File: config.mk
export PLATFORM = sky130hd
export DESIGN_NAME = gss_generator_system
export DESIGN_NICKNAME = d
export VERILOG_FILES = /design/src/inc/gss_pkg.sv /design/src/hw/gss_generator_system.sv
export SDC_FILE = /design/constraint.sdc
export NUM_CORES = 1
export LEC_CHECK = 0
export ABC_AREA = 1
export ABC_CLOCK_PERIOD_IN_PS = 3700
export BUFFER_PORTS_ARGS = -buffer_cell sky130_fd_sc_hd__buf_2
export CAP_MARGIN = 20
export CORE_AREA = 5 5 202 165
export CTS_BUF_LIST = sky130_fd_sc_hd__clkbuf_8 sky130_fd_sc_hd__clkbuf_16
export CTS_CLUSTER_DIAMETER = 30
export DETAILED_ROUTE_END_ITERATION = 16
export DIE_AREA = 0 0 207 170
export GPL_TIMING_DRIVEN = 0
export HOLD_SLACK_MARGIN = 0.05
export PLACE_DENSITY = 0.77
export SETUP_SLACK_MARGIN = 0.15
export SKIP_LAST_GASP = 1
export SYNTH_ARGS = -nofsm -noshare
export SYNTH_HDL_FRONTEND = slang
export SYNTH_SLANG_ARGS = --single-unit
File: constraint.sdc
create_clock -name clock -period 3.7 [get_ports clock]
set_input_delay 0.74 -clock clock [delete_from_list [all_inputs] [get_ports clock]]
set_output_delay 0.74 -clock clock [all_outputs]
set_load 0.01 [all_outputs]
File: src/inc/gss_pkg.sv
`default_nettype none
package gss_pkg;

	typedef enum logic [3:0] {
		ST_IDLE,
		ST_PREHEAT,
		ST_CRANK,
		ST_REST,
		ST_BYPASS,
		ST_RUN,
		ST_RUN_ON,
		ST_COOL,
		ST_FAULT
	} gss_state_e;

	// One timer tick is one millisecond of the 50 MHz system clock.
	localparam int CLK_HZ = 50_000_000;
	localparam int TICK_MS = 1;
	localparam int TICK_CYCLES = CLK_HZ / 1000 * TICK_MS;

	// Alarm bit positions.
	localparam int AL_LOP = 0;
	localparam int AL_HTEMP = 1;
	localparam int AL_OVSPD = 2;
	localparam int AL_UNDER = 3;
	localparam int AL_NOSPD = 4;
	localparam int AL_OVCRANK = 5;
	localparam int AL_W = 6;

	// Configuration selectors for the load port.
	localparam logic [3:0] CFG_QUAL = 4'h0;
	localparam logic [3:0] CFG_PREHEAT = 4'h1;
	localparam logic [3:0] CFG_CRANK = 4'h2;
	localparam logic [3:0] CFG_REST = 4'h3;
	localparam logic [3:0] CFG_BYPASS = 4'h4;
	localparam logic [3:0] CFG_RUN_ON = 4'h5;
	localparam logic [3:0] CFG_COOL = 4'h6;
	localparam logic [3:0] CFG_WIN = 4'h7;
	localparam logic [3:0] CFG_LOSS = 4'h8;
	localparam logic [3:0] CFG_CYCLES = 4'h9;
	localparam logic [3:0] CFG_PH_EN = 4'ha;
	localparam logic [3:0] CFG_PH_TEMP = 4'hb;
	localparam logic [3:0] CFG_HI_TEMP = 4'hc;
	localparam logic [3:0] CFG_CUT = 4'hd;
	localparam logic [3:0] CFG_OVER = 4'he;
	localparam logic [3:0] CFG_UNDER = 4'hf;

	// Factory defaults; periods in milliseconds, speeds in pulses per window.
	localparam logic [15:0] DEF_QUAL = 16'h1388;
	localparam logic [15:0] DEF_PREHEAT = 16'h2710;
	localparam logic [15:0] DEF_CRANK = 16'h1388;
	localparam logic [15:0] DEF_REST = 16'h2710;
	localparam logic [15:0] DEF_BYPASS = 16'h2710;
	localparam logic [15:0] DEF_RUN_ON = 16'hea60;
	localparam logic [15:0] DEF_COOL = 16'hea60;
	localparam logic [15:0] DEF_WIN = 16'h0064;
	localparam logic [15:0] DEF_LOSS = 16'h07d0;
	localparam logic [3:0] DEF_CYCLES = 4'h3;
	localparam logic DEF_PH_EN = 1'b1;
	localparam logic [7:0] DEF_PH_TEMP = 8'h0a;
	localparam logic [7:0] DEF_HI_TEMP = 8'h82;
	localparam logic [7:0] DEF_CUT = 8'h0a;
	localparam logic [7:0] DEF_OVER = 8'h28;
	localparam logic [7:0] DEF_UNDER = 8'h14;
	// Output current limit in amps and the cooldown field duty.
	localparam logic [7:0] CUR_LIMIT = 8'h37;
	localparam logic [7:0] DUTY_MIN = 8'h10;
	localparam logic [7:0] DUTY_MAX = 8'hff;

endpackage
`default_nettype wire

File: src/hw/gss_generator_system.sv
// Function
// - Start only after request persists qualify delay.
// - Preheat below set temperature before cranking.
// - Crank until started or crank limit.
// - Rest between failed crank attempts.
// - Stop after cycle count, flag overcrank.
// - Arm oil and underspeed after bypass.
// - Shutdown only when all requests removed.
// - Request during shutdown returns to running.
// - Run-on timer after last request drops.
// - Cooldown at minimal output, then stop.
// - Cooldown needs qualified request to resume.
// - Start relay only while cranking.
// - Fuel hold relay while engine runs.
// - Speed ends cranking, detects over/underspeed.
// - Missing speed signal faults the engine.
// - High oil temperature shuts down, flags.
// - Regulate output current to 55 A.
// - Low oil pressure after bypass stops engine.
// - Alarms latch until explicitly cleared.
`timescale 1ns/1ps
`default_nettype none
module gss_generator_system
	import gss_pkg::*;
#(
	parameter int N_REQ = 4,
	parameter int TICK_CYC = TICK_CYCLES
)
(
	input wire logic clock,
	input wire logic rst_b,
	input wire logic [N_REQ-1:0] start_req,
	input wire logic speed_pulse,
	input wire logic low_oil_sw,
	input wire logic [7:0] oil_temp,
	input wire logic [7:0] out_current,
	input wire logic cfg_load,
	input wire logic [3:0] cfg_sel,
	input wire logic [15:0] cfg_data,
	input wire logic alarm_clear,
	output logic start_relay,
	output logic fuel_relay,
	output logic preheat_relay,
	output logic cooldown_mode,
	output logic [7:0] field_duty,
	output logic [AL_W-1:0] alarms,
	output logic [7:0] engine_speed,
	output logic [3:0] run_state
);

	localparam logic [15:0] TICK_LAST = 16'(TICK_CYC - 1);
	typedef struct packed {
		gss_state_e st;
		logic [2:0][N_REQ-1:0] req_s;
		logic [N_REQ-1:0] req_f;
		logic [2:0] spd_s;
		logic spd_f;
		logic [2:0] lop_s;
		logic lop_f;
		logic [15:0] ms_div;
		logic [15:0] tmr;
		logic [15:0] qual;
		logic [15:0] win;
		logic [15:0] quiet;
		logic [3:0] cycles;
		logic [7:0] pulses;
		logic [7:0] speed;
		logic [AL_W-1:0] al;
		logic [15:0] c_qual;
		logic [15:0] c_ph;
		logic [15:0] c_crank;
		logic [15:0] c_rest;
		logic [15:0] c_byp;
		logic [15:0] c_runon;
		logic [15:0] c_cool;
		logic [15:0] c_win;
		logic [15:0] c_loss;
		logic [3:0] c_cycles;
		logic c_ph_en;
		logic [7:0] c_ph_temp;
		logic [7:0] c_hi_temp;
		logic [7:0] c_cut;
		logic [7:0] c_over;
		logic [7:0] c_under;
		logic start;
		logic fuel;
		logic pre;
		logic cool;
		logic [7:0] duty;
	} gss_regs_s;
	gss_regs_s r;
	gss_regs_s n;
	logic tick;
	logic any_req;
	logic qualified;
	logic rise;
	logic running;
	logic armed;
	logic [AL_W-1:0] f;
	function automatic logic [15:0] inc16(input logic [15:0] v);
		inc16 = (v == 16'hffff) ? v : v + 16'h0001;
	endfunction
	always_comb
	begin
		n = r;
		f = '0;
		tick = (r.ms_div == TICK_LAST);
		any_req = |r.req_f;
		qualified = any_req && (r.qual >= r.c_qual);
		running = r.st inside {ST_BYPASS, ST_RUN, ST_RUN_ON, ST_COOL};
		// Oil pressure and underspeed stay blind during the bypass period.
		armed = r.st inside {ST_RUN, ST_RUN_ON, ST_COOL};
		// Pin inputs: a change counts once the second and third stages agree.
		n.req_s = {r.req_s[1], r.req_s[0], start_req};
		n.req_f = (r.req_s[1] & r.req_s[2])
			| (r.req_f & (r.req_s[1] | r.req_s[2]));
		n.spd_s = {r.spd_s[1:0], speed_pulse};
		n.spd_f = (r.spd_s[1] & r.spd_s[2])
			| (r.spd_f & (r.spd_s[1] | r.spd_s[2]));
		n.lop_s = {r.lop_s[1:0], low_oil_sw};
		n.lop_f = (r.lop_s[1] & r.lop_s[2])
			| (r.lop_f & (r.lop_s[1] | r.lop_s[2]));
		rise = n.spd_f & ~r.spd_f;
		n.ms_div = tick ? '0 : r.ms_div + 16'h0001;
		n.tmr = tick ? inc16(r.tmr) : r.tmr;
		// A request must persist unbroken for the qualify delay.
		if (!any_req)
			n.qual = '0;
		else if (tick)
			n.qual = inc16(r.qual);
		// Speed is the pulse count over one measuring window.
		n.quiet = rise ? '0 : (tick ? inc16(r.quiet) : r.quiet);
		if (rise && r.pulses != 8'hff)
			n.pulses = r.pulses + 8'h01;
		if (tick)
		begin
			if (r.win >= r.c_win - 16'h0001)
			begin
				n.win = '0;
				n.speed = r.pulses;
				n.pulses = {7'h00, rise};
			end
			else
				n.win = r.win + 16'h0001;
		end
		f[AL_HTEMP] = running && (oil_temp > r.c_hi_temp);
		f[AL_OVSPD] = running && (r.speed > r.c_over);
		f[AL_NOSPD] = running && (r.quiet >= r.c_loss);
		f[AL_LOP] = armed && r.lop_f;
		f[AL_UNDER] = armed && (r.speed < r.c_under);
		case (r.st)
			ST_IDLE:
			begin
				n.cycles = '0;
				if (qualified)
				begin
					if (r.c_ph_en && oil_temp < r.c_ph_temp)
						n.st = ST_PREHEAT;
					else
						n.st = ST_CRANK;
				end
			end
			ST_PREHEAT:
				if (r.tmr >= r.c_ph)
					n.st = ST_CRANK;
			ST_CRANK:
				if (r.speed >= r.c_cut)
					n.st = ST_BYPASS;
				else if (r.tmr >= r.c_crank)
				begin
					n.cycles = r.cycles + 4'h1;
					if ({1'b0, r.cycles} + 5'h01 >= {1'b0, r.c_cycles})
					begin
						f[AL_OVCRANK] = 1'b1;
						n.st = ST_FAULT;
					end
					else
						n.st = ST_REST;
				end
			ST_REST:
				if (r.tmr >= r.c_rest)
					n.st = ST_CRANK;
			ST_BYPASS:
				if (r.tmr >= r.c_byp)
					n.st = ST_RUN;
			ST_RUN:
				if (!any_req)
					n.st = ST_RUN_ON;
			ST_RUN_ON:
				if (any_req)
					n.st = ST_RUN;
				else if (r.tmr >= r.c_runon)
					n.st = ST_COOL;
			ST_COOL:
				if (qualified)
					n.st = ST_RUN;
				else if (r.tmr >= r.c_cool)
					n.st = ST_IDLE;
			ST_FAULT:
				if (alarm_clear)
					n.st = ST_IDLE;
			default:
				n.st = ST_IDLE;
		endcase
		if (|f)
			n.st = ST_FAULT;
		// A new fault wins over a clear in the same cycle.
		n.al = (alarm_clear ? '0 : r.al) | f;
		if (n.st != r.st)
			n.tmr = '0;
		n.start = (n.st == ST_CRANK);
		n.fuel = n.st inside {ST_CRANK, ST_BYPASS, ST_RUN,
			ST_RUN_ON, ST_COOL};
		n.pre = (n.st == ST_PREHEAT);
		n.cool = (n.st == ST_COOL);
		// Field duty steps one count per tick toward the current limit in bypass, run and run-on.
		if (!(n.st inside {ST_BYPASS, ST_RUN, ST_RUN_ON, ST_COOL}))
			n.duty = '0;
		else if (n.st == ST_COOL)
			n.duty = DUTY_MIN;
		else if (tick)
		begin
			if (out_current > CUR_LIMIT && r.duty != 8'h00)
				n.duty = r.duty - 8'h01;
			else if (out_current < CUR_LIMIT && r.duty != DUTY_MAX)
				n.duty = r.duty + 8'h01;
		end
		if (cfg_load)
		begin
			case (cfg_sel)
				CFG_QUAL: n.c_qual = cfg_data;
				CFG_PREHEAT: n.c_ph = cfg_data;
				CFG_CRANK: n.c_crank = cfg_data;
				CFG_REST: n.c_rest = cfg_data;
				CFG_BYPASS: n.c_byp = cfg_data;
				CFG_RUN_ON: n.c_runon = cfg_data;
				CFG_COOL: n.c_cool = cfg_data;
				CFG_WIN: n.c_win = cfg_data;
				CFG_LOSS: n.c_loss = cfg_data;
				CFG_CYCLES: n.c_cycles = cfg_data[3:0];
				CFG_PH_EN: n.c_ph_en = cfg_data[0];
				CFG_PH_TEMP: n.c_ph_temp = cfg_data[7:0];
				CFG_HI_TEMP: n.c_hi_temp = cfg_data[7:0];
				CFG_CUT: n.c_cut = cfg_data[7:0];
				CFG_OVER: n.c_over = cfg_data[7:0];
				default: n.c_under = cfg_data[7:0];
			endcase
		end
		if (!rst_b)
		begin
			n = '0;
			n.st = ST_IDLE;
			n.c_qual = DEF_QUAL;
			n.c_ph = DEF_PREHEAT;
			n.c_crank = DEF_CRANK;
			n.c_rest = DEF_REST;
			n.c_byp = DEF_BYPASS;
			n.c_runon = DEF_RUN_ON;
			n.c_cool = DEF_COOL;
			n.c_win = DEF_WIN;
			n.c_loss = DEF_LOSS;
			n.c_cycles = DEF_CYCLES;
			n.c_ph_en = DEF_PH_EN;
			n.c_ph_temp = DEF_PH_TEMP;
			n.c_hi_temp = DEF_HI_TEMP;
			n.c_cut = DEF_CUT;
			n.c_over = DEF_OVER;
			n.c_under = DEF_UNDER;
		end
	end
	always_ff @(posedge clock)
		r <= n;
	assign start_relay = r.start;
	assign fuel_relay = r.fuel;
	assign preheat_relay = r.pre;
	assign cooldown_mode = r.cool;
	assign field_duty = r.duty;
	assign alarms = r.al;
	assign engine_speed = r.speed;
	assign run_state = r.st;
endmodule
`default_nettype wire

* Word-level counts from Yosys, hierarchy flattened *
Index checks and enable logic that the tools add are counted.

word-level totals
  input port bits = 46
  register bits = 335
  word-level logic and storage cells = 211
  output and inout port bits = 30

cells by class
  add/sub/neg operators = 11
  bitwise gates (word level) = 21
  reductions and logical operators = 53
  multiplexer cells = 32
  magnitude comparators = 17
  equal/unequal tests = 37

operators by type and width
  kind                                                                  count
  16-bit >= comparator                                                  9
  16-bit by 1-bit adder with 16-bit output, second input constant       5
  16-bit == test, second input constant                                 4
  4-bit two-way mux                                                     16
  4-bit by 3-bit == test with 1-bit output, second input constant       12
  16-bit two-way mux                                                    3
  2-bit AND reduction                                                   24
  4-bit one-hot mux with 9 select lines                                 1
  4-bit == test, second input constant                                  8
  8-bit two-way mux                                                     3
  4-bit by 2-bit == test with 1-bit output, second input constant       5
  8-bit by 1-bit adder with 8-bit output, second input constant         2
  8-bit > comparator                                                    2
  8-bit less-than comparator                                            2
  8-bit != test, second input constant                                  2
  16-bit by 1-bit subtractor with 16-bit output, second input constant  1
  15-bit OR reduction                                                   1
  4-bit by 1-bit == test with 1-bit output, second input constant       3
  1-bit logical AND                                                     10
  5-bit two-way mux                                                     2
  4-bit AND                                                             2
  8-bit >= comparator                                                   1
  8-bit by 6-bit > comparator with 1-bit output, second input constant  1
  4-bit zero test                                                       2
  26 further kinds                                                      50

* Logic depth before layout (Yosys ltp) *
Gate-level depths: netlist of run 1.

  word-level depth = 12
  depth in mapped cells = 21
  gate-level depth less buffers = 20

* Least setup slack after synthesis of run 1 *
OpenSTA, ideal clock, no wires.

  path kind = reg-to-reg
  from = reg r[73] (netlist bit)
  to = reg r[219] (netlist bit)
  data arrival time = 3,140 ps
  period minus slack after synthesis = 3,257 ps
  path buffers = 1
  setup slack = 443 ps
  stages on the path, launching flop included = 20
  data required time = 3,583 ps
  setup time = 117 ps
  path through = dfxtp_1 inv_1 ha_1 nand2_1 nor3_1 nand2_1 inv_1 nand2_1 or3_1 nor3_1 xor2_1 ha_1 nand4_1 nor3_1 a21boi_0 nand2_1 inv_1 o21ai_1 buf_2 nor2_1

on the way
  cells in the longest elaborated chain, start to end = 4

ends and longest elaborated chain
  item                                           RTL line                     RTL
  start: declaration                             gss_generator_system.sv:91   gss_regs_s r;
  start signal: assignment                       gss_generator_system.sv:272  r <= n;
  16-bit by 1-bit subtractor with 16-bit output  gss_generator_system.sv:137  if (r.win >= r.c_win - 16'h0001)
  16-bit >= comparator                           gss_generator_system.sv:137
  16-bit two-way mux                             gss_generator_system.sv:137
  16-bit two-way mux                             gss_generator_system.sv:135  if (tick)

Every way passes these cells.
A chain may end at the register's enable or synchronous reset.

* Final worst setup path of run 1 *
  from = reg r[75] (netlist bit)
  to = reg r, in the netlist engine_speed[1]

on the way
  cells in the longest elaborated chain, start to end = 3

ends and longest elaborated chain
  item                                           RTL line
  16-bit by 1-bit subtractor with 16-bit output  gss_generator_system.sv:137
  16-bit >= comparator                           gss_generator_system.sv:137
  2-bit AND reduction (no line)                  --

Every way passes these cells.

==> results_dict.tcl, run 1 <==
set metrics [dict create \
    gp_congestion 0.918 \
    syn-cell-area_um2 18300 \
    insertedDiodeCount 0 \
    ys_warn_count 0 \
    synthTopCellsByCount "397 x nand2_1, 380 x inv_1, 335 x dfxtp_1" \
    grt_pass1_vias 16523 \
    fmaxAchievable_mhz 297 \
    path_cells "nor2_1, nand2_1, nor3_4, nand3_2, nor3_2, nand2_1, nor3_2, nor3b_2, xnor2_1, ha_1, a21oi_1, o21ai_1, a21oi_1, a21boi_2, nand2_1, nand2_2, inv_2, buf_6, a211oi_2" \
    dieArea_um2 35200 \
    synth_top_cell_by_area "dfxtp_1" \
    fillers 2506 \
    cts_buffers 67 \
    slew_viol_final 0 \
    clock_latency_ns 0.56 \
    crit_buf_inv 2 \
    routed_wirelength_mm 53.5 \
    synthAdderAreaFrac 0.138 \
    yosysMostFrequentCell "nand2_1" \
    leakage_uw 0.00988 \
    clockBufferDepth 3 \
    setup_tns_ns 0 \
    slowest_delay_ns 0.36 \
    maxSlewHeadroom 0.219 \
    critical_path_required_ns 4.17 \
    peakVddDrop_mv 0.331 \
    core_um2 31100 \
    synthFlopType "dfxtp_1" \
    drt_iter0_drc 1503 \
    yosys-top-cells-area "dfxtp_1 37%, ha_1 14%, nand2_1 8.2%, inv_1 7.8%, a21oi_1 7.5%" \
    synth_cell_type_count 47 \
    grt_max_degree 12 \
    grt_first_pass_wirelength_mm 83.9 \
    hpwl_mm 37.6 \
    postCtsHoldBufs 0 \
    finalHoldViolCount 0 \
    synthMuxAreaShare 0 \
    hold_path_class "input pin to flip-flop" \
    io_buffers 67 \
    endpoint_kind "flip-flop" \
    drtPass1Iterations 6 \
    cts_tree "done" \
    die_h_um 170 \
    synth-simple-area-share 0.199 \
    cts-htree-levels 3 \
    start_util 0.588 \
    finalSetupViolCount 0 \
    synth_compound_area_frac 0.167 \
    vias 17439 \
    layout_worst_path_cycle_share 0.911 \
    cp-start-kind "flip-flop" \
    cts.clk_slew.worst_paths_ns 0.05 \
    track_usage 0.292 \
    antenna_found_initial 0 \
    fin_hold_ws_ns 0.363 \
    synth_nets 2731 \
    syn_to_final_growth_pct 19.0 \
    synth_enable_flop_cells 0 \
    power_density_nw_per_um2 488 \
    rows 58 \
    synth_cells 2484 \
    ys_seq_area_frac 0.367 \
    postSynthAreaPerCell_um2 7.35 \
    cp_slowest_cell "dfxtp_1" \
    cts-root-buf "clkbuf_16" \
    clock-sinks 335 \
    final_antenna_net_count 0 \
    crit_family "simple AND/OR/NAND/NOR gates" \
    status "finished, final reports clean" \
    synth_top_area_frac 0.367 \
    fp.dieW_um 207 \
    cap_violations 0 \
    critPathKind "flip-flop to flip-flop" \
    viasPerCell 5.63 \
    synth-async-reset-ratio 0 \
    arrival_ns 3.84 \
    finalClockSkew_ns 0.0325 \
    synth_xor_area_frac 0.0221 \
    tightest_slew_ns 1.17 \
    synth_top_family_by_area "simple AND/OR/NAND/NOR gates" \
    layout-drive-gt1-share 0.103 \
    min_period_ns 3.37 \
    path_common_cell "nand2_1" \
    wire_per_inst_um 17.3 \
    totalPowerFinal_uw 10600 \
    ioPinCount 76 \
    drc 0 \
    grt.overflow.total 0 \
    layout.nets 2873 \
    grt_setup_unrepaired "yes" \
    cp_max_fo 10 \
    ys_ff_latch 335 \
]
==> logic make-up (layout without fill, tap and decap cells) <==
family	Yosys count	in the layout
buf+inv	490	683
simple gates	843	843
fa+ha+maj	201	201
xor+xnor	46	46
compound gates	569	569
flops	335	335
==> layout by cell type, fill, tap and decap left out, types with 5 or more instances in the layout <==
cell        Yosys  routed
a21o_1          5       5
inv_6           0       5
a21oi_1       274     274
o21ai_0       211     210
buf_2           4      70
nor2_1        213     211
a211oi_2        0       6
nand4_1        35      35
nand3_1        76      75
a211oi_1       11       5
clkbuf_8        0       8
inv_2           5       8
xor2_1         30      30
clkbuf_16       0      69
ha_1          200     199
buf_4          26      32
xnor2_1        16      16
nor4_1         16      15
nor3_2          2       5
inv_1         380     378
nor3_1         65      60
dfxtp_1       335     335
clkinvlp_4      0      13
a31oi_1         7       7
buf_1           6       6
nand2_1       397     396
nand2_2         4       5
nor2_2          3       5
o21a_1         11      11
or2_2           5       5
clkinv_2        0       6
o211ai_1       38      38
nor3b_1         9       8
bufinv_16       0      12
clkbuf_1       67      66
==> report_power, final <==
part           internal (µW)  switching (µW)  leakage, µW
Combinational            122             312      0.00601
Clock                   4410            2070      0.00116
Sequential              3670            22.2      0.00271
Total                   8200            2400      0.00988
==> repair_timing <==
| item | CTS | global route |
|---|---|---|
| pin swaps | 0 | 7 |
| setup buffers | 0 | 5 |
| gates resized for setup | 9 | 26 |
| setup endpoints to repair | 26 | 31 |
==> metrics by stage <==
step	worst slack (ns)	utilization	cells	cell area [µm²]
2_1_floorplan	0.443	-	2484	18300
3_3_place_gp	-0.130	0.616	2971	19100
3_5_place_dp	-0.246	0.616	2972	19100
4_1_cts	0.159	0.696	3092	21600
5_1_grt	0.104	0.700	3097	21700
6_report	0.329	0.700	3097	21700
==> layer usage <==
metal	routed length, µm	GRT usage	part of all wire
met2	24500	0.487	0.46
met1	22300	0.377	0.42
met4	1820	0.113	0.034
met5	0	0	0
met3	4790	0.0579	0.090
==> area by class of cell <==
class,instances,area (µm²),area share
inverter,386,1450,0.0666
clock inverter,43,593,0.0273
timing repair buffer,73,380,0.0175
clock buffer,77,1840,0.0845
tap,420,526,0.0242
buffer,104,514,0.0237
sequential,335,6710,0.308
multi-input combinational,1659,9740,0.448
==> state kept, by name, indices dropped and copies added, names as in the netlist <==
name           count
start_relay        1
preheat_relay      1
alarms             6
r                305
cooldown_mode      1
field_duty         8
engine_speed       8
run_state          4
fuel_relay         1
==> tightest hold or removal path: stages <==
cell and delay [ns]:
buf_2 0.07, nand2_1 0.04, inv_1 0.04
==> final timing paths <==
| kind | startpoint | endpoint | slack, ns | cells after the start |
|---|---|---|---|---|
| worst max-delay path | r[75]$_SDFFE_PN1P_ | engine_speed[1]$_SDFFE_PN0P_ | 0.33 | 19 |
| worst min-delay path | start_req[0] | r[319]$_SDFF_PN0_ | 0.36 | 3 |
| worst max register to register | r[75]$_SDFFE_PN1P_ | engine_speed[1]$_SDFFE_PN0P_ | 0.33 | 19 |
| worst min register to register | r[320]$_SDFF_PN0_ | r[324]$_SDFF_PN0_ | 0.41 | 2 |
(Power assumes the default switching activity.)
==> inputs of run 2 (changes only) <==
--- a/config.mk
+++ b/config.mk
@@ -9,14 +9,14 @@
 export ABC_CLOCK_PERIOD_IN_PS = 3700
 export BUFFER_PORTS_ARGS = -buffer_cell sky130_fd_sc_hd__buf_2
 export CAP_MARGIN = 20
-export CORE_AREA = 5 5 202 165
+export CORE_AREA = 5 5 210 172
 export CTS_BUF_LIST = sky130_fd_sc_hd__clkbuf_8 sky130_fd_sc_hd__clkbuf_16
 export CTS_CLUSTER_DIAMETER = 30
 export DETAILED_ROUTE_END_ITERATION = 16
-export DIE_AREA = 0 0 207 170
+export DIE_AREA = 0 0 215 177
 export GPL_TIMING_DRIVEN = 0
 export HOLD_SLACK_MARGIN = 0.05
-export PLACE_DENSITY = 0.77
+export PLACE_DENSITY = 0.72
 export SETUP_SLACK_MARGIN = 0.15
 export SKIP_LAST_GASP = 1
 export SYNTH_ARGS = -nofsm -noshare
==> run 2 against run 1 <==
  * Non-clock buffer count down 1
  * Routed wire length up 1.5%
  * Critical path type unchanged
  * Sequential power about the same
  * Critical endpoint is now engine_speed[5]$_SDFFE_PN0P_
  * Fmax up 2.4%
==> results_dict.tcl, run 2 (synthesis gave the netlist of run 1 again) <==
set metrics [dict create \
    status "finished, final reports clean" \
    largest_reg_flops 305 \
    grt_first_pass_wirelength_mm 85.7 \
    finalSetupViolCount 0 \
    finalClockSkew_ns 0.0346 \
    vias 17304 \
    finalHoldViolCount 0 \
    io_buffers 67 \
    layout-drive-gt1-share 0.102 \
    drtPass1Iterations 5 \
    viasPerCell 5.53 \
    endpoint_kind "flip-flop" \
    grt_pass1_vias 16776 \
    critical_path_required_ns 4.13 \
    grt.overflow.total 0 \
    rows 61 \
    layout_common_cells "395 x nand2_1, 385 x inv_1, 335 x dfxtp_1" \
    cap_violations 0 \
    final_antenna_net_count 0 \
    clockBufferDepth 3 \
    hold_depth 3 \
    drc 0 \
    fp.dieW_um 215 \
    top_register "r" \
    ioPinCount 76 \
    clock-sinks 335 \
    cts_tree "done" \
    track_usage 0.279 \
    maxSlewHeadroom 0.198 \
    grt_max_degree 12 \
    gp_congestion 0.909 \
    antenna_found_initial 1 \
    layout.nets 2877 \
    leakage_uw 0.0100 \
    final_common_cell "nand2_1" \
    cts_buffers 72 \
    cts-root-buf "clkbuf_16" \
    core_um2 34000 \
    hpwl_mm 38.6 \
    dieArea_um2 38100 \
    critPathKind "flip-flop to flip-flop" \
    postCtsHoldBufs 0 \
    layout_worst_path_cycle_share 0.889 \
    clock_latency_ns 0.59 \
    wire_per_inst_um 17.3 \
    arrival_ns 3.73 \
    drt_iter0_drc 1204 \
    peakVddDrop_mv 0.335 \
    reg2regPathDepth 20 \
    slew_viol_final 0 \
    fmaxAchievable_mhz 304 \
    pre_cts_ws_ns -0.279 \
    fin_hold_ws_ns 0.338 \
    cp_max_fo 10 \
    power_density_nw_per_um2 501 \
    cts.clk_slew.worst_paths_ns 0.05 \
    timing.final.ws_setup_ns 0.410 \
    hold_path_class "input pin to flip-flop" \
    min_period_ns 3.29 \
    syn_to_final_growth_pct 20.0 \
    cts-htree-levels 3 \
    tightest_slew_ns 1.20 \
    grt_setup_unrepaired "no" \
    totalPowerFinal_uw 11000 \
    start_util 0.538 \
    cp-start-kind "flip-flop" \
    die_h_um 177 \
    routed_wirelength_mm 54.3 \
    setup_tns_ns 0 \
]
-- run 2: cell count changes in the layout (fill, tap and decap cells not counted), moves of 4 or more --
cell        before  now
inv_1          378  385
clkbuf_8         8    4
inv_6            5    9
clkbuf_16       69   73
clkinvlp_4      13    9
-- run 2: metal layers --
metal,global-route usage,wire length (µm),vias up
met5,0,20,-
met4,0.119,2290,2
met1,0.358,23600,8021
met2,0.452,24100,615
met3,0.0710,4220,165
li1,-,-,8501
-- run 2: what timing repair did --
item / 4_1_cts / 5_1_grt
setup endpoints to repair: 26 / 30
resized for setup: 10 / 19
buffers inserted: 2 / 2
pin swaps: 3 / 5
cloned: 0 / 0
-- run 2: layout make-up --
class / instances / area, µm²
inverters: 386 / 1450
well taps: 441 / 552
fillers: 2859 / 12000
clock inverters: 55 / 724
diodes: 1 / 2.50
flip-flops and latches: 335 / 6710
plain buffers: 104 / 510
repair buffers: 72 / 385
multi-input cells: 1659 / 9700
clock buffers: 77 / 1880
-- run 2: path summary, 6_finish.rpt --
path | from | end | slack [ns]
worst max-delay path | r[75]$_SDFFE_PN1P_ | engine_speed[5]$_SDFFE_PN0P_ | 0.41
worst min register to register | r[322]$_SDFF_PN0_ | r[326]$_SDFF_PN0_ | 0.41
worst min-delay path | low_oil_sw | r[308]$_SDFF_PN0_ | 0.34
worst max register to register | r[75]$_SDFFE_PN1P_ | engine_speed[5]$_SDFFE_PN0P_ | 0.41
-- run 2: critical path, stage by stage (launching register included) --
cell	delay [ns]
dfxtp_1	0.34
nor2_1	0.09
nand2_1	0.09
nor3_2	0.21
nand3_2	0.16
nor3_4	0.17
nand2_2	0.10
nor3_4	0.15
nor3b_2	0.21
xnor2_1	0.15
ha_1	0.29
a21oi_1	0.16
o21ai_1	0.10
a21oi_1	0.14
a21boi_2	0.17
nand2_1	0.10
nand2_2	0.11
inv_2	0.09
buf_6	0.15
nor2_1	0.10
a211oi_1	0.05
-- run 2: through the flow --
| step | std cells | util | instance area (µm²) |
|---|---|---|---|
| 2_1_floorplan | 2484 | - | 18300 |
| 3_3_place_gp | 2992 | 0.564 | 19200 |
| 3_5_place_dp | 2993 | 0.564 | 19200 |
| 4_1_cts | 3127 | 0.643 | 21800 |
| 5_1_grt | 3129 | 0.645 | 21900 |
| 6_report | 3130 | 0.645 | 21900 |
-- run 2: where the power goes --
group / internal, µW / leakage [µW] / switching (µW)
Combinational: 124 / 0.00601 / 314
Sequential: 3670 / 0.00271 / 21.7
Clock: 4640 / 0.00128 / 2220
==> inputs of run 3 (changes only) <==
--- a/config.mk
+++ b/config.mk
@@ -9,14 +9,14 @@
 export ABC_CLOCK_PERIOD_IN_PS = 3700
 export BUFFER_PORTS_ARGS = -buffer_cell sky130_fd_sc_hd__buf_2
 export CAP_MARGIN = 20
-export CORE_AREA = 5 5 210 172
+export CORE_AREA = 5 5 197 161
 export CTS_BUF_LIST = sky130_fd_sc_hd__clkbuf_8 sky130_fd_sc_hd__clkbuf_16
 export CTS_CLUSTER_DIAMETER = 30
 export DETAILED_ROUTE_END_ITERATION = 16
-export DIE_AREA = 0 0 215 177
+export DIE_AREA = 0 0 202 166
 export GPL_TIMING_DRIVEN = 0
 export HOLD_SLACK_MARGIN = 0.05
-export PLACE_DENSITY = 0.72
+export PLACE_DENSITY = 0.8
 export SETUP_SLACK_MARGIN = 0.15
 export SKIP_LAST_GASP = 1
 export SYNTH_ARGS = -nofsm -noshare
==> run 3 against run 2 <==
  * Critical path depth decreased by 1
  * Design area decreased by 1.6%
  * Sequential cell count unchanged
  * Critical endpoint is now r[246]$_SDFFE_PN0N_
  * Setup slack got worse by 0.14 ns
  * Sequential power about the same
  * Utilization increased by 8.0 points
  * Die area decreased by 12%
  * Register-to-register slack got worse by 0.14 ns
  * Clock power decreased by 13%
==> results_dict.tcl, run 3 (synthesis gave the netlist of run 1 again) <==
set metrics [dict create \
    insertedDiodeCount 0 \
    finalHoldViolCount 0 \
    arrival_ns 3.87 \
    layout_worst_path_cycle_share 0.926 \
    drt_iter0_drc 1715 \
    seqPwrFrac 0.365 \
    status "finished, final reports clean" \
    fmaxAchievable_mhz 292 \
    fp.dieW_um 202 \
    clock_latency_ns 0.57 \
    layout.nets 2876 \
    core_um2 29700 \
    slew_viol_final 0 \
    grt_first_pass_wirelength_mm 85.3 \
    ioPinCount 76 \
    finalSetupViolCount 0 \
    p_clk_frac 0.591 \
    endpoint_kind "flip-flop" \
    setup_tns_ns 0 \
    cts_buffers 66 \
    placedCellCount 2934 \
    slowest_delay_ns 0.36 \
    critPathKind "flip-flop to flip-flop" \
    dieArea_um2 33500 \
    leakage_uw 0.00988 \
    final_core_util 0.725 \
    final_antenna_net_count 0 \
    grt_pass1_vias 16953 \
    clock-sinks 335 \
    fin_cells 3061 \
    layout_common_cells "394 x nand2_1, 385 x inv_1, 335 x dfxtp_1" \
    syn_to_final_growth_pct 18.1 \
    vias 17686 \
    critical_path_required_ns 4.15 \
    peakVddDrop_mv 0.345 \
    power.net_switching_uw 2390 \
    reg2regPathDepth 19 \
    path_depth 19 \
    io_buffers 67 \
    track_usage 0.311 \
    routed_wirelength_mm 54.4 \
    wire_per_inst_um 17.8 \
    cap_violations 0 \
    cts_tree "done" \
    crit_buf_inv 3 \
    cts.clk_slew.worst_paths_ns 0.05 \
    min_period_ns 3.43 \
    layout-drive-gt1-share 0.101 \
    swShare 0.236 \
    maxSlewHeadroom 0.238 \
    drtPass1Iterations 7 \
    p_comb_frac 0.044 \
    grt_max_degree 14 \
    final_common_cell "nand2_1" \
    totalPowerFinal_uw 10100 \
    cp_max_fo 10 \
    finalClockSkew_ns 0.0351 \
    cp-start-kind "flip-flop" \
    cp_slowest_cell "dfxtp_1" \
    clockBufferDepth 3 \
    grt_setup_unrepaired "yes" \
    hpwl_mm 37.6 \
    grt.overflow.total 0 \
    cts-root-buf "clkbuf_16" \
    rows 57 \
    top_register "r" \
    cts-htree-levels 3 \
    final_cell_area_um2 21600 \
    gp_congestion 0.946 \
    largest_reg_flops 305 \
    die_h_um 166 \
    hold_path_class "input pin to flip-flop" \
    place_area_um2 19100 \
    viasPerCell 5.78 \
    hold_depth 3 \
    tightest_slew_ns 1.14 \
    start_util 0.614 \
    crit_family "simple AND/OR/NAND/NOR gates" \
    path_cells "nor2_1, nand2_1, nor3_4, nand3_2, nor3_2, nand2_1, nor3_2, nor3b_2, xnor2_1, ha_1, nand4_1, buf_4, nor3_2, a21boi_1, nand2_1, inv_2, o21ai_4, buf_6, nor2_1" \
    intPower_uw 7740 \
    power_density_nw_per_um2 470 \
    antenna_found_initial 5 \
    drc 0 \
]
-- run 3: cell types whose count changed in the layout (fill, tap and decap cells not counted), moves of 2 or more --
cell,previous run,this run
bufinv_16,13,6
clkbuf_16,73,67
clkbuf_8,4,10
clkinvlp_4,9,3
buf_4,31,35
a211oi_1,8,6
buf_6,2,4
clkinv_4,5,3
inv_16,2,0
-- run 3: routing by layer --
metal	track usage	vias to the layer above	routed length, µm
li1	-	8492	-
met1	0.399	8100	22100
met2	0.491	863	23800
met3	0.0779	223	5740
met4	0.151	8	2750
met5	0	-	48
-- run 3: metrics by stage --
stage	hold WS, ns	setup WS, ns
after global routing	0.376	0.0350
after floorplan	0.390	0.443
after global placement	0.397	-0.137
final	0.361	0.272
after CTS	0.355	0.174
after detailed placement	0.401	-0.311
-- run 3: power groups by stage --
stage	combinational, µW	clock (µW)	sequential (µW)
after CTS	422	6010	3690
after global placement	398	0	3760
after global routing	488	6220	3700
final	446	5990	3700
after floorplan	253	0	3760
after detailed placement	413	0	3760
-- run 3: repair_timing --
item / in CTS / in global routing
resized for setup: 11 / 29
hold endpoints to repair: 0 / 0
hold buffers: 0 / 0
setup endpoints to repair: 26 / 30
buffers inserted: 0 / 10
pin swaps: 0 / 8
-- run 3: area by class of cell --
class | instances | area (µm²)
clock inverter | 40 | 433
fill | 2240 | 8170
clock buffer | 77 | 1810
buffer | 104 | 514
multi-input combinational | 1659 | 9750
sequential | 335 | 6710
timing repair buffer | 77 | 414
inverter | 386 | 1450
tap | 383 | 479
-- run 3: worst paths after layout --
kind / start / to / slack, ns
worst min-delay path: start_req[1] / r[320]$_SDFF_PN0_ / 0.36
worst max register to register: r[75]$_SDFFE_PN1P_ / r[246]$_SDFFE_PN0N_ / 0.27
worst min register to register: r[312]$_SDFF_PN0_ / r[313]$_SDFF_PN0_ / 0.42
worst max-delay path: r[75]$_SDFFE_PN1P_ / r[246]$_SDFFE_PN0N_ / 0.27
-- run 3: tightest hold or removal path: stages --
cell and delay (ns):
buf_2 0.07, nand2_1 0.04, inv_1 0.04
